File: src/bsiu_pkg.sv
/*
  Constants, register map, command fields and opcodes of the bit and skip
  instruction unit. Assumes a single core clock and an Avalon-MM register host.
*/
`default_nettype none
package bsiu_pkg;

  // Register byte addresses
  localparam logic [7:0] ADDR_CMD = 8'h00;
  localparam logic [7:0] ADDR_ACC = 8'h04;
  localparam logic [7:0] ADDR_FLAGS = 8'h08;
  localparam logic [7:0] ADDR_POUT = 8'h0C;
  localparam logic [7:0] ADDR_PDIR = 8'h10;
  localparam logic [7:0] ADDR_PIN = 8'h14;
  localparam logic [7:0] ADDR_STAT = 8'h18;
  localparam logic [7:0] ADDR_MEM = 8'h40;

  // Command word fields
  localparam int unsigned CMD_OP_LSB = 0;
  localparam int unsigned CMD_BIT_LSB = 4;
  localparam int unsigned CMD_SRC_MEM = 7;
  localparam int unsigned CMD_IMM_LSB = 8;
  localparam int unsigned CMD_MADR_LSB = 16;

  // Flag and status bit positions
  localparam int unsigned FLG_Z = 0;
  localparam int unsigned FLG_C = 1;
  localparam int unsigned FLG_AC = 2;
  localparam int unsigned FLG_OV = 3;
  localparam int unsigned STAT_SKIP = 0;
  localparam int unsigned STAT_SKIPPED = 1;

  // Reset values and constants
  localparam logic [7:0] RST_BYTE = 8'h00;
  localparam logic [3:0] RST_FLAGS = 4'h0;
  localparam logic [7:0] RST_DIR = 8'h00;
  localparam logic [7:0] ONE_BYTE = 8'h01;
  localparam logic [31:0] RD_ZERO = 32'h0000_0000;

  typedef enum logic [3:0] {
    OP_NOP      = 4'h0,
    OP_CLR_IO   = 4'h1,
    OP_SET_IO   = 4'h2,
    OP_CLR_MEM  = 4'h3,
    OP_SET_MEM  = 4'h4,
    OP_SWAP_C   = 4'h5,
    OP_CEQ      = 4'h6,
    OP_CNEQ     = 4'h7,
    OP_TLO_IO   = 4'h8,
    OP_THI_IO   = 4'h9,
    OP_TLO_MEM  = 4'hA,
    OP_THI_MEM  = 4'hB,
    OP_INC_ACC  = 4'hC,
    OP_DEC_ACC  = 4'hD,
    OP_INC_MEM  = 4'hE,
    OP_DEC_MEM  = 4'hF
  } bsiu_op_type;

endpackage
`default_nettype wire

File: src/bsiu_alu_if.sv
/*
  Interface between the execution core and its 8-bit add/subtract unit.
  Assumes the unit is purely combinational.
*/
`timescale 1ns/10ps
`default_nettype none
interface bsiu_alu_if;
  logic [7:0] a;
  logic [7:0] b;
  logic sub;
  logic [7:0] res;
  logic [3:0] flags;
  modport core (output a, output b, output sub, input res, input flags);
  modport alu (input a, input b, input sub, output res, output flags);
endinterface
`default_nettype wire

File: src/bsiu_alu.sv
/*
  8-bit adder/subtractor producing zero, carry, aux-carry and overflow.
  Assumes operands arrive over bsiu_alu_if; no state is held here.
*/
`timescale 1ns/10ps
`default_nettype none
module bsiu_alu import bsiu_pkg::*; (
  // Operands and result
  bsiu_alu_if.alu alu
);

  logic [7:0] b_eff;
  logic [8:0] full;
  logic [4:0] half;

  // Subtraction is a + ~b + 1; carry and aux-carry then read as borrows
  always_comb begin
    b_eff = alu.sub ? ~alu.b : alu.b;
    full = {1'b0, alu.a} + {1'b0, b_eff} + {8'h00, alu.sub};
    half = {1'b0, alu.a[3:0]} + {1'b0, b_eff[3:0]} + {4'h0, alu.sub};
    alu.res = full[7:0];
    alu.flags = RST_FLAGS;
    alu.flags[FLG_Z] = (full[7:0] == RST_BYTE);
    alu.flags[FLG_C] = full[8] ^ alu.sub;
    alu.flags[FLG_AC] = half[4] ^ alu.sub;
    alu.flags[FLG_OV] = (alu.a[7] == b_eff[7]) && (full[7] != alu.a[7]);
  end

endmodule
`default_nettype wire

File: src/bsiu_top.sv
/*
  Bit operation and conditional skip execution unit with its register file.
  Assumes an Avalon-MM host on CLK and an external pin pad that resolves
  PORT_PIN_OUT / PORT_PIN_OE_N onto the wire and returns its level.
*/
`timescale 1ns/10ps
`default_nettype none
module bsiu_top import bsiu_pkg::*; #(
  parameter int MEM_DEPTH = 16
) (
  // Clock and reset
  input wire logic CLK,
  input wire logic SYS_RST,
  // Avalon-MM register slave
  input wire logic [7:0] AVS_ADDRESS,
  input wire logic AVS_READ,
  input wire logic AVS_WRITE,
  input wire logic [3:0] AVS_BYTEENABLE,
  input wire logic [31:0] AVS_WRITEDATA,
  output logic [31:0] AVS_READDATA,
  output logic AVS_WAITREQUEST,
  // Port pins
  input wire logic [7:0] PORT_PIN_IN,
  output logic [7:0] PORT_PIN_OUT,
  output logic [7:0] PORT_PIN_OE_N
);

  localparam int MA_W = $clog2(MEM_DEPTH);

  initial begin
    if (MEM_DEPTH < 2 || MEM_DEPTH > 16 || (1 << MA_W) != MEM_DEPTH) begin
      $error("MEM_DEPTH must be a power of two from 2 to 16");
    end
  end

  ////////////////////////////////////////////////////////////////////////
  // Bus slave: one wait state, read data captured in the waited cycle

  logic ack_q;
  logic ack_d;
  logic [31:0] rdata_q;
  logic [31:0] rdata_d;
  logic req;
  logic reg_wr;
  logic cmd_fire;
  logic mem_hit;
  logic [3:0] bus_word;
  logic [31:0] wdata_be;

  assign req = AVS_READ | AVS_WRITE;
  assign AVS_WAITREQUEST = req & ~ack_q;
  assign AVS_READDATA = rdata_q;
  assign reg_wr = AVS_WRITE & ack_q;
  assign cmd_fire = reg_wr && (AVS_ADDRESS == ADDR_CMD);
  assign bus_word = AVS_ADDRESS[5:2];
  assign mem_hit = (AVS_ADDRESS[7:6] == ADDR_MEM[7:6]) && (32'(bus_word) < MEM_DEPTH);

  generate
    for (genvar i = 0; i < 4; i++) begin : g_lane
      assign wdata_be[i*8 +: 8] = AVS_BYTEENABLE[i] ? AVS_WRITEDATA[i*8 +: 8] : RST_BYTE;
    end
  endgenerate

  ////////////////////////////////////////////////////////////////////////
  // Core state

  logic [7:0] acc_q;
  logic [7:0] acc_d;
  logic [3:0] flags_q;
  logic [3:0] flags_d;
  logic [7:0] pout_q;
  logic [7:0] pout_d;
  logic [7:0] dir_q;
  logic [7:0] dir_d;
  logic skip_q;
  logic skip_d;
  logic skipped_q;
  logic skipped_d;
  logic [7:0] mem_q [0:MEM_DEPTH-1];
  logic [7:0] mem_d [0:MEM_DEPTH-1];
  logic [MA_W-1:0] last_idx_q;
  logic [MA_W-1:0] last_idx_d;
  logic [7:0] pin_m_q;
  logic [7:0] pin_s_q;

  // Decoded command
  bsiu_op_type cmd_op;
  logic [2:0] cmd_bit;
  logic [7:0] bit_mask;
  logic [7:0] cmd_imm;
  logic [MA_W-1:0] mem_idx;
  logic [7:0] mem_byte;
  logic [7:0] port_rd;
  logic port_bit;
  logic mem_bit;
  logic run;

  assign cmd_op = bsiu_op_type'(wdata_be[CMD_OP_LSB +: 4]);
  assign cmd_bit = wdata_be[CMD_BIT_LSB +: 3];
  assign bit_mask = ONE_BYTE << cmd_bit;
  assign cmd_imm = wdata_be[CMD_IMM_LSB +: 8];
  assign mem_idx = wdata_be[CMD_MADR_LSB +: MA_W];
  assign mem_byte = mem_q[mem_idx];
  // Output bits read back the latch, input bits the synchronised pin
  assign port_rd = (dir_q & pout_q) | (~dir_q & pin_s_q);
  assign port_bit = port_rd[cmd_bit];
  assign mem_bit = mem_byte[cmd_bit];
  assign run = cmd_fire & ~skip_q;

  // Direction 1 means output; enable is active low while driving
  assign PORT_PIN_OUT = pout_q;
  assign PORT_PIN_OE_N = ~dir_q;

  bsiu_alu_if alu_bus ();

  bsiu_alu u_alu (
    .alu (alu_bus)
  );

  always_comb begin
    alu_bus.a = acc_q;
    alu_bus.b = wdata_be[CMD_SRC_MEM] ? mem_byte : cmd_imm;
    alu_bus.sub = 1'b1;
    unique case (cmd_op)
      OP_INC_ACC: begin
        alu_bus.b = ONE_BYTE;
        alu_bus.sub = 1'b0;
      end
      OP_DEC_ACC: begin
        alu_bus.b = ONE_BYTE;
      end
      OP_INC_MEM: begin
        alu_bus.a = mem_byte;
        alu_bus.b = ONE_BYTE;
        alu_bus.sub = 1'b0;
      end
      OP_DEC_MEM: begin
        alu_bus.a = mem_byte;
        alu_bus.b = ONE_BYTE;
      end
      default: begin
        alu_bus.sub = 1'b1;
      end
    endcase
  end

  ////////////////////////////////////////////////////////////////////////
  // Next-state logic

  always_comb begin
    ack_d = req & ~ack_q;
    rdata_d = rdata_q;
    if (req && !ack_q) begin
      rdata_d = RD_ZERO;
      if (mem_hit) begin
        rdata_d[7:0] = mem_q[bus_word[MA_W-1:0]];
      end else begin
        unique case (AVS_ADDRESS)
          ADDR_ACC: rdata_d[7:0] = acc_q;
          ADDR_FLAGS: rdata_d[3:0] = flags_q;
          ADDR_POUT: rdata_d[7:0] = pout_q;
          ADDR_PDIR: rdata_d[7:0] = dir_q;
          ADDR_PIN: rdata_d[7:0] = pin_s_q;
          ADDR_STAT: begin
            rdata_d[STAT_SKIP] = skip_q;
            rdata_d[STAT_SKIPPED] = skipped_q;
          end
          default: rdata_d = RD_ZERO;
        endcase
      end
    end
  end

  always_comb begin
    acc_d = acc_q;
    flags_d = flags_q;
    pout_d = pout_q;
    dir_d = dir_q;
    skip_d = skip_q;
    skipped_d = skipped_q;
    mem_d = mem_q;
    last_idx_d = cmd_fire ? mem_idx : last_idx_q;
    if (reg_wr && AVS_BYTEENABLE[0]) begin
      if (mem_hit) begin
        mem_d[bus_word[MA_W-1:0]] = AVS_WRITEDATA[7:0];
      end else begin
        unique case (AVS_ADDRESS)
          ADDR_ACC: acc_d = AVS_WRITEDATA[7:0];
          ADDR_FLAGS: flags_d = AVS_WRITEDATA[3:0];
          ADDR_POUT: pout_d = AVS_WRITEDATA[7:0];
          ADDR_PDIR: dir_d = AVS_WRITEDATA[7:0];
          default: acc_d = acc_q;
        endcase
      end
    end
    if (cmd_fire && skip_q) begin
      // Fetched but dropped: only the skip state moves
      skip_d = 1'b0;
      skipped_d = 1'b1;
    end else if (run) begin
      skipped_d = 1'b0;
      skip_d = 1'b0;
      unique case (cmd_op)
        OP_NOP: skip_d = 1'b0;
        OP_CLR_IO: pout_d = pout_q & ~bit_mask;
        OP_SET_IO: pout_d = pout_q | bit_mask;
        OP_CLR_MEM: mem_d[mem_idx] = mem_byte & ~bit_mask;
        OP_SET_MEM: mem_d[mem_idx] = mem_byte | bit_mask;
        OP_SWAP_C: begin
          // Output bit: carry goes out and old latch comes back
          // Input bit: latch kept, pin level loaded into carry
          flags_d[FLG_C] = port_bit;
          if (dir_q[cmd_bit]) begin
            pout_d[cmd_bit] = flags_q[FLG_C];
          end
        end
        OP_CEQ: begin
          flags_d = alu_bus.flags;
          skip_d = alu_bus.flags[FLG_Z];
        end
        OP_CNEQ: begin
          flags_d = alu_bus.flags;
          skip_d = ~alu_bus.flags[FLG_Z];
        end
        OP_TLO_IO: skip_d = ~port_bit;
        OP_THI_IO: skip_d = port_bit;
        OP_TLO_MEM: skip_d = ~mem_bit;
        OP_THI_MEM: skip_d = mem_bit;
        OP_INC_ACC, OP_DEC_ACC: begin
          acc_d = alu_bus.res;
          flags_d = alu_bus.flags;
          skip_d = alu_bus.flags[FLG_Z];
        end
        OP_INC_MEM, OP_DEC_MEM: begin
          mem_d[mem_idx] = alu_bus.res;
          flags_d = alu_bus.flags;
          skip_d = alu_bus.flags[FLG_Z];
        end
      endcase
    end
  end

  ////////////////////////////////////////////////////////////////////////
  // Registers

  always_ff @(posedge CLK or posedge SYS_RST) begin
    if (SYS_RST) begin
      ack_q <= 1'b0;
      rdata_q <= RD_ZERO;
      acc_q <= RST_BYTE;
      flags_q <= RST_FLAGS;
      pout_q <= RST_BYTE;
      dir_q <= RST_DIR;
      skip_q <= 1'b0;
      skipped_q <= 1'b0;
      last_idx_q <= '0;
      pin_m_q <= RST_BYTE;
      pin_s_q <= RST_BYTE;
      for (int i = 0; i < MEM_DEPTH; i++) begin
        mem_q[i] <= RST_BYTE;
      end
    end else begin
      ack_q <= ack_d;
      rdata_q <= rdata_d;
      acc_q <= acc_d;
      flags_q <= flags_d;
      pout_q <= pout_d;
      dir_q <= dir_d;
      skip_q <= skip_d;
      skipped_q <= skipped_d;
      last_idx_q <= last_idx_d;
      pin_m_q <= PORT_PIN_IN;
      pin_s_q <= pin_m_q;
      mem_q <= mem_d;
    end
  end

  ////////////////////////////////////////////////////////////////////////
  // Assertions

  a_clr_io_bit: assert property (@(posedge CLK) disable iff (SYS_RST)
    (run && cmd_op == OP_CLR_IO) |=> (pout_q == ($past(pout_q) & ~$past(bit_mask)))
      && (flags_q == $past(flags_q)))
    else $error("port bit clear wrong");

  a_set_io_bit: assert property (@(posedge CLK) disable iff (SYS_RST)
    (run && cmd_op == OP_SET_IO) |=> (pout_q == ($past(pout_q) | $past(bit_mask)))
      && $stable(flags_q))
    else $error("port bit set wrong");

  a_clr_mem_bit: assert property (@(posedge CLK) disable iff (SYS_RST)
    (run && cmd_op == OP_CLR_MEM) |=>
      (mem_q[last_idx_q] == ($past(mem_byte) & ~$past(bit_mask))) && $stable(flags_q))
    else $error("memory bit clear wrong");

  a_set_mem_bit: assert property (@(posedge CLK) disable iff (SYS_RST)
    (run && cmd_op == OP_SET_MEM) |=>
      (mem_q[last_idx_q] == ($past(mem_byte) | $past(bit_mask))) && $stable(flags_q))
    else $error("memory bit set wrong");

  a_swap_out_bit: assert property (@(posedge CLK) disable iff (SYS_RST)
    (run && cmd_op == OP_SWAP_C && dir_q[cmd_bit]) |=>
      ((pout_q & $past(bit_mask)) != RST_BYTE) == $past(flags_q[FLG_C]))
    else $error("swap did not drive carry out");

  a_swap_in_bit: assert property (@(posedge CLK) disable iff (SYS_RST)
    (run && cmd_op == OP_SWAP_C && !dir_q[cmd_bit]) |=>
      (flags_q[FLG_C] == $past(port_bit)) && $stable(pout_q) && $stable(acc_q))
    else $error("swap did not load pin into carry");

  a_cmp_eq_skip: assert property (@(posedge CLK) disable iff (SYS_RST)
    (run && cmd_op == OP_CEQ) |=>
      (skip_q == ($past(acc_q) == $past(alu_bus.b))) && $stable(acc_q))
    else $error("compare equal skip wrong");

  a_cmp_ne_skip: assert property (@(posedge CLK) disable iff (SYS_RST)
    (run && cmd_op == OP_CNEQ) |=>
      (skip_q == ($past(acc_q) != $past(alu_bus.b))) && $stable(acc_q))
    else $error("compare not equal skip wrong");

  a_cmp_flags: assert property (@(posedge CLK) disable iff (SYS_RST)
    (run && (cmd_op == OP_CEQ || cmd_op == OP_CNEQ)) |=>
      (flags_q[FLG_C] == ($past(acc_q) < $past(alu_bus.b)))
      && (flags_q[FLG_Z] == ($past(acc_q) == $past(alu_bus.b))))
    else $error("compare flags wrong");

  a_test_io_lo: assert property (@(posedge CLK) disable iff (SYS_RST)
    (run && cmd_op == OP_TLO_IO) |=> (skip_q == !$past(port_bit)) && $stable(flags_q))
    else $error("port low test wrong");

  a_test_io_hi: assert property (@(posedge CLK) disable iff (SYS_RST)
    (run && cmd_op == OP_THI_IO) |=> (skip_q == $past(port_bit)) && $stable(flags_q))
    else $error("port high test wrong");

  a_test_mem_lo: assert property (@(posedge CLK) disable iff (SYS_RST)
    (run && cmd_op == OP_TLO_MEM) |=> (skip_q == !$past(mem_bit)) && $stable(flags_q))
    else $error("memory low test wrong");

  a_test_mem_hi: assert property (@(posedge CLK) disable iff (SYS_RST)
    (run && cmd_op == OP_THI_MEM) |=> (skip_q == $past(mem_bit)) && $stable(flags_q))
    else $error("memory high test wrong");

  a_inc_acc_skip: assert property (@(posedge CLK) disable iff (SYS_RST)
    (run && cmd_op == OP_INC_ACC) |=> (acc_q == $past(acc_q) + ONE_BYTE)
      && (skip_q == (acc_q == RST_BYTE)) && (flags_q[FLG_Z] == skip_q))
    else $error("accumulator increment wrong");

  a_dec_acc_skip: assert property (@(posedge CLK) disable iff (SYS_RST)
    (run && cmd_op == OP_DEC_ACC) |=> (acc_q == $past(acc_q) - ONE_BYTE)
      && (skip_q == (acc_q == RST_BYTE)) && (flags_q[FLG_C] == ($past(acc_q) == RST_BYTE)))
    else $error("accumulator decrement wrong");

  a_inc_mem_skip: assert property (@(posedge CLK) disable iff (SYS_RST)
    (run && cmd_op == OP_INC_MEM) |=> (mem_q[last_idx_q] == $past(mem_byte) + ONE_BYTE)
      && (skip_q == (mem_q[last_idx_q] == RST_BYTE)) && $stable(acc_q))
    else $error("memory increment wrong");

  a_dec_mem_skip: assert property (@(posedge CLK) disable iff (SYS_RST)
    (run && cmd_op == OP_DEC_MEM) |=> (mem_q[last_idx_q] == $past(mem_byte) - ONE_BYTE)
      && (skip_q == (mem_q[last_idx_q] == RST_BYTE)) && (flags_q[FLG_Z] == skip_q))
    else $error("memory decrement wrong");

  a_skip_discard: assert property (@(posedge CLK) disable iff (SYS_RST)
    (cmd_fire && skip_q) |=> !skip_q && skipped_q && $stable(acc_q) && $stable(flags_q)
      && $stable(pout_q) && (mem_q[last_idx_q] == $past(mem_byte)))
    else $error("skipped instruction had an effect");

endmodule
`default_nettype wire

File: config.mk
export PLATFORM = sky130hd
export DESIGN_NAME = bsiu_top
export DESIGN_NICKNAME = d
export VERILOG_FILES = /design/src/bsiu_pkg.sv /design/src/bsiu_alu_if.sv /design/src/bsiu_alu.sv /design/src/bsiu_top.sv
export SDC_FILE = /design/constraint.sdc
export NUM_CORES = 1
export LEC_CHECK = 0
export ABC_CLOCK_PERIOD_IN_PS = 6500
export BUFFER_PORTS_ARGS = -buffer_cell sky130_fd_sc_hd__buf_4
export CORE_ASPECT_RATIO = 1.25
export CORE_MARGIN = 10
export CORE_UTILIZATION = 60
export CTS_CLUSTER_DIAMETER = 200
export CTS_CLUSTER_SIZE = 40
export DETAILED_ROUTE_END_ITERATION = 10
export GPL_TIMING_DRIVEN = 0
export PLACE_DENSITY = 0.8
export SKIP_CTS_REPAIR_TIMING = 1
export SLEW_MARGIN = 20
export SYNTH_ARGS = -nofsm -noshare
export SYNTH_HDL_FRONTEND = slang
export SYNTH_SLANG_ARGS = --single-unit
File: constraint.sdc
create_clock -name CLK -period 6.5 [get_ports CLK]
set_input_delay 0.975 -clock CLK [delete_from_list [all_inputs] [get_ports CLK]]
set_output_delay 0.975 -clock CLK [all_outputs]
set_load 0.03 [all_outputs]
# After elaboration in Yosys (flattened, before gate mapping)
# Index checks and enable logic that the tools add are counted.
# totals
reg_bits,183
output_inout_bits,49
# classes
add_sub_neg,4
order_cmp,6
n_eq_ne,24
n_shift,1
n_mux,66
bitwise,24
n_reduce_logical,19
# ops
cell,count
128-bit bitwise mux,4
128-bit two-way mux,4
128-bit case mux with 3 select lines,1
8-bit two-way mux,25
8-bit binary-select mux with 4-bit select,2
8-bit demux with 4-bit select,2
8-bit bitwise AND,4
"4-bit equality test, second input constant",8
"8-bit by 5-bit equality test with 1-bit output, second input constant",3
4-bit two-way mux,6
8-bit inverter,3
8-bit OR,3
8-bit case mux with 3 select lines,1
"4-bit by 3-bit equality test with 1-bit output, second input constant",4
"8-bit by 4-bit equality test with 1-bit output, second input constant",2
8-bit logical NOT,2
4-bit case mux with 4 select lines,1
2-bit case mux with 6 select lines,1
"5-bit greater-or-equal comparator, second input constant",2
"5-bit by 1-bit < comparator with 1-bit output, second input constant",2
1-bit two-way mux,10
4-bit inverter with 5-bit output,2
2-bit case mux with 5 select lines,1
8-bit by 8-bit adder with 9-bit output,1
other kinds (30),50

# Logic depth before layout (Yosys ltp)
# depth
depth_word,16
depth_mapped,24

# By module
# Synthesis repeated with hierarchy kept, for this count alone.
# unflattened
cells_unflattened,1604
hier_area_um2,14246.2
# by_module_without_submodules
mod,instances,cells_per_inst,area_per_inst_um2,seq_area_each_um2
bsiu_top,1,1544,13749.4,4579.4
bsiu_alu,1,60,496.7,0.0

# Worst setup path after synthesis
# OpenSTA, ideal clock, no wires.
# synth_path
kind,input to register
start,input port AVS_WRITEDATA[17]
end,register skip_q
setup_time_ps,77
arrival_time_ps,4570
path_slack_ps,1853
path_stages,24
path_buffers,4
path_cell_list,buf_4 buf_4 buf_4 buf_2 mux2i_1 a21oi_1 o22ai_1 a2111o_1 nor2_1 a31oi_1 nor2_1 nor2_1 inv_1 fa_1 inv_1 a21oi_1 o21bai_1 a21o_1 a21o_1 xor2_1 nor4b_4 a311oi_1 o21ai_1 a21oi_1
# synth_via
elab_chain_len,16
# synth_lines
item,line_no,text
from (decl),bsiu_top.sv:19,"input wire logic [31:0] AVS_WRITEDATA,"
4-bit two-way mux *,bsiu_top.sv:60,assign wdata_be[i*8 +: 8] = AVS_BYTEENABLE[i] ? AVS_WRITEDATA[i*8 +: 8] : RST_BYTE;
4-bit inverter with 5-bit output (implied by the code) *,bsiu_top.sv:103,assign mem_byte = mem_q[mem_idx];
8-bit binary-select mux with 4-bit select *,bsiu_top.sv:103,
8-bit two-way mux (implied by the code) * (2 in series),bsiu_top.sv:103,
8-bit two-way mux,bsiu_top.sv:122,alu_bus.b = wdata_be[CMD_SRC_MEM] ? mem_byte : cmd_imm;
8-bit two-way mux,bsiu_top.sv:124,unique case (cmd_op)
8-bit inverter,bsiu_alu.sv:18,b_eff = alu.sub ? ~alu.b : alu.b;
8-bit two-way mux,bsiu_alu.sv:18,
8-bit by 8-bit adder with 9-bit output,bsiu_alu.sv:19,"full = {1'b0, alu.a} + {1'b0, b_eff} + {8'h00, alu.sub};"
9-bit by 1-bit adder with 9-bit output,bsiu_alu.sv:19,
8-bit logical NOT,bsiu_alu.sv:23,alu.flags[FLG_Z] = (full[7:0] == RST_BYTE);
1-bit inverter,bsiu_top.sv:223,skip_d = ~alu_bus.flags[FLG_Z];
1-bit case mux with 6 select lines *,bsiu_top.sv:203,unique case (cmd_op)
1-bit two-way mux *,bsiu_top.sv:200,end else if (run) begin
1-bit two-way mux *,bsiu_top.sv:196,if (cmd_fire && skip_q) begin
to (signal assigned),bsiu_top.sv:269,skip_q <= skip_d;
to (decl),bsiu_top.sv:75,logic skip_q;
# Mark *: on every way between the ends. The rest lies on a longest branch, timed or not. The select of a mux whose other input is x is not followed.
# A chain may end at the register's enable or synchronous reset.

==> results.md <==
Timing:
- At the pin with the least slew margin, the transition time is 1210 ps.
- The count of endpoints failing hold in the final timing report is 0.
- Setup violations remaining at the end of the flow were counted as 0.
- The upper clock frequency limit is 157 MHz.
- Clock skew on the completed layout was measured at 11.5 ps.
- The headroom to the max-slew limit is 18.6%.
- The part of the cycle the worst path needs is 97.8%.
- The count of final max-slew check failures is 0.
- The shortest clock period the worst path allows after layout is 6350 ps.
- Setup repair after global routing left no endpoint under its margin.
- Hold timing on the final database bottoms out at a slack of 351 ps.

Floorplanning:
- The overall die width is 154 um.
- The core outline area is 22100 um2.
- The die boundary height is 187 um.
- The die covers 28800 um2.
- The number of I/O pins is 105.
- After floorplanning, the core was divided into 61 placement rows.
- The starting utilization of the core area is 60.7%.

Synthesis:
- Counting every instance in the synthesized netlist gives 1492.
- The cell area after synthesis is 13400 um2.
- The average instance in the mapped netlist occupies 9.00 um2.
- After synthesis, the share of flip-flops with an asynchronous set or reset is 100%.
- After synthesis, flip-flops and latches occupy 34.1% of the total area.
- The synthesized design contains 0 enable-type register cells.
- For this run, the leading register cell type out of synthesis is dfrtp_1.
- Synthesis inferred 183 register bits.
- For this run, the number of Yosys warnings is 0.
- The netlist uses 78 different library cells.
- Of the post-synthesis cell area, the dominant cell type holds 34.1%.
- By area the synthesized netlist is led by dfrtp_1, mux2i_1, mux4_2.
- The library cell occupying the most area in the post-synthesis netlist is dfrtp_1.

Power and ir drop:
- The leakage dissipation is 6.86 nW.
- The total power is 0.00304 W.
- In this run the power density over the cells is 202 nW/um2.
- The worst vdd rail ir drop is 0.000184 V.

Global routing:
- The number of antenna violations at the first check in global routing was 4.
- The global-route wire length before repair is 90600 um.
- The all-layer global routing usage is 41.7%.
- Entering global routing, the biggest net connects 106 pins.
- The total overflow reported by the global router is 0.
- The via count of the first global-routing pass is 14217.

Worst setup path:
- Together, buffers and inverters on the worst path number 4.
- Grouping stages by cell kind, the critical path spends the most delay in compound AO/OA/AOI/OAI gates.
- In this run the critical register-to-register path is launched from mem_q[84].
- The critical path crosses 20 cells after its start point.
- The critical path's largest stage delay is 630 ps.
- The data arrival time of the worst path is 6710 ps.
- The kind of launch point of the worst setup path is a primary input.
- In this run the worst setup path terminates at mem_q[71].
- The most used cell along the critical path is o21ai_0.
- The critical path endpoint category is a register.
- The critical path class is in -> reg.
- In this run the worst path has a maximum fanout of 10.
- The most critical setup path has its startpoint at AVS_WRITEDATA[16].
- Traced cell by cell, the critical path runs through buf_4 > buf_6 > nand2b_1 > clkbuf_1 > a2bb2oi_1 > o22ai_1 > nand2_1 > o2111ai_1 > o21ai_0 > o21ai_0 > ha_1 > nor2b_1 > o21ai_0 > nand2b_1 > nand4_1 > o31ai_4 > xor2_1 > buf_2 > o21ai_0 > a32oi_1.
- STA puts the critical path data required time at 6860 ps.
- The slowest cell on the critical path is nand2b_1.
- For the worst flop-to-flop path, the logic depth is 18.
- The reg-to-reg endpoint is mem_q[71].
- The worst reg-to-reg setup slack is 1240 ps.

Drt:
- Once detail routing completed, the nets flagged for antenna violations numbered 0.
- The detail-routed via count per cell is 7.65.
- The wire length reported by the detailed router is 61800 um.
- The routed layout has 14496 vias.
- The DRC violation count after routing is 0.
- Dividing the detail-routed wire length by the instance count gives 32.6 um.
- The DRC violation total after the first TritonRoute iteration is 2215.
- The number of detailed-routing iterations run before antenna repair is 9.

Status:
- The run finished with clean final reports.

Place:
- The detailed-placement wirelength estimate is 44200 um.
- The global placer's final weighted congestion is 1.19.
- Input and output buffers added on the ports amount to 63.

CTS:
- The clock tree from TritonCTS is done.
- The deepest level of the CTS H-tree is 4.
- Clock-pin slew was measured on the worst setup and hold paths at 70 ps.
- For this design, the sink count on the clock tree is 183.
- Clock tree synthesis selected as its root buffer the cell clkbuf_16.
- In this run the deepest clock path goes through 2 buffers.
- The number of buffers inserted during clock tree synthesis is 17.
- At the later pin of the worst-skew pair, clock insertion delay measures 460 ps.

Final layout:
- The number of nets in the layout is 1662.
- The post-route netlist has 13.9% of its cells at a drive strength greater than 1.
- The most common cell after layout, fill and taps aside is dfrtp_1.
- The area growth from synthesis to layout is 12.1%.
- The top cell types in the final layout, fill and taps aside, are dfrtp_1, mux2i_1, o21ai_0.

Hold path:
- The min-delay analysis places its worst path in the category reg -> reg.

Flow run:
- The tool flagged a number of max-cap violations equal to 0.
==> sequential cells by signal, indices dropped and copies added, names as in the netlist <==
| signal | flops |
|---|---|
| AVS_READDATA | 8 |
| PORT_PIN_OUT | 8 |
| acc_q | 8 |
| ack_q | 1 |
| dir_q | 8 |
| flags_q | 4 |
| mem_q | 128 |
| pin_m_q | 8 |
| pin_s_q | 8 |
| skip_q | 1 |
| skipped_q | 1 |
==> power by group <==
| part | total, W | internal [W] | switching [W] |
|---|---|---|---|
| logic | 0.000648 | 0.000196 | 0.000452 |
| registers | 0.00123 | 0.00119 | 0.0000483 |
| clock network | 0.00116 | 0.000660 | 0.000500 |
==> layout make-up <==
cell class,instances,area (um2)
tap,283,354
clock buffer,19,443
timing repair buffer,65,508
sequential,183,4580
buffer,143,679
fill,1832,7080
antenna,2,5.00
clock inverter,12,188
inverter,27,109
multi-input combinational,1161,8190
==> cell usage after synthesis (4+ instances only) <==
master	number
and2_1	6
mux4_2	41
a221oi_1	7
o22ai_1	58
mux2i_1	177
a2bb2oi_1	10
and3_1	6
nand3_1	29
nor2_1	109
buf_2	15
o221ai_1	4
o21bai_1	5
nand2b_1	12
nand2_1	117
buf_1	12
dfrtp_1	183
clkbuf_1	86
o21ai_0	175
nand3b_1	6
xor2_1	4
a32oi_1	51
nor2b_1	11
a2111oi_0	4
mux2_2	18
ha_1	7
o21ai_1	9
xnor2_1	6
nor3_1	20
a22oi_1	52
o21a_1	4
buf_4	29
inv_1	26
a21o_1	5
a21oi_1	114
or3_1	8
==> routing by layer <==
layer	vias to the layer above	wire length, um	track usage, %
met1	6789	19800	45.2
met5	-	28	0
met4	4	6370	33.5
met3	462	8800	17.2
li1	5838	-	-
met2	1403	26700	62.9
==> stage by stage <==
step	instances	TNS (ps)	instance area, um2	utilization (%)	setup WS, ps
after global placement	1861	-290970	14300	64.8	-1600
after detailed placement	1862	-3560	14400	65.0	-376
after floorplan	1515	0	13500	-	553
after global routing	1893	0	15100	68.0	133
after CTS	1893	0	15000	67.9	92.8
final	1895	0	15100	68.0	146
==> cell families (layout without fill, tap and decap cells) <==
group,Yosys count,in the layout,share of synthesized area [%]
other cells,1,26,0.0279
mux,236,236,21.6
flops,183,183,34.1
xor+xnor,10,10,0.652
fa+ha+maj,8,8,0.801
simple gates,351,351,12.2
buf+inv,171,266,5.84
compound gates,532,532,24.9
==> how the worst min path moves through the flow <==
stage | start | endpoint | slack, ps | cells past startpoint
3_3_place_gp | pin_m_q[6] | pin_s_q[6] | 330 | 0
4_1_cts | pin_m_q[4] | pin_s_q[4] | 350 | 0
5_1_grt | pin_m_q[7] | pin_s_q[7] | 360 | 0
6_report | pin_m_q[6] | pin_s_q[6] | 350 | 0
2_1_floorplan | pin_m_q[0] | pin_s_q[0] | 330 | 0
3_5_place_dp | pin_m_q[6] | pin_s_q[6] | 340 | 0
(Power assumes the default switching activity.)
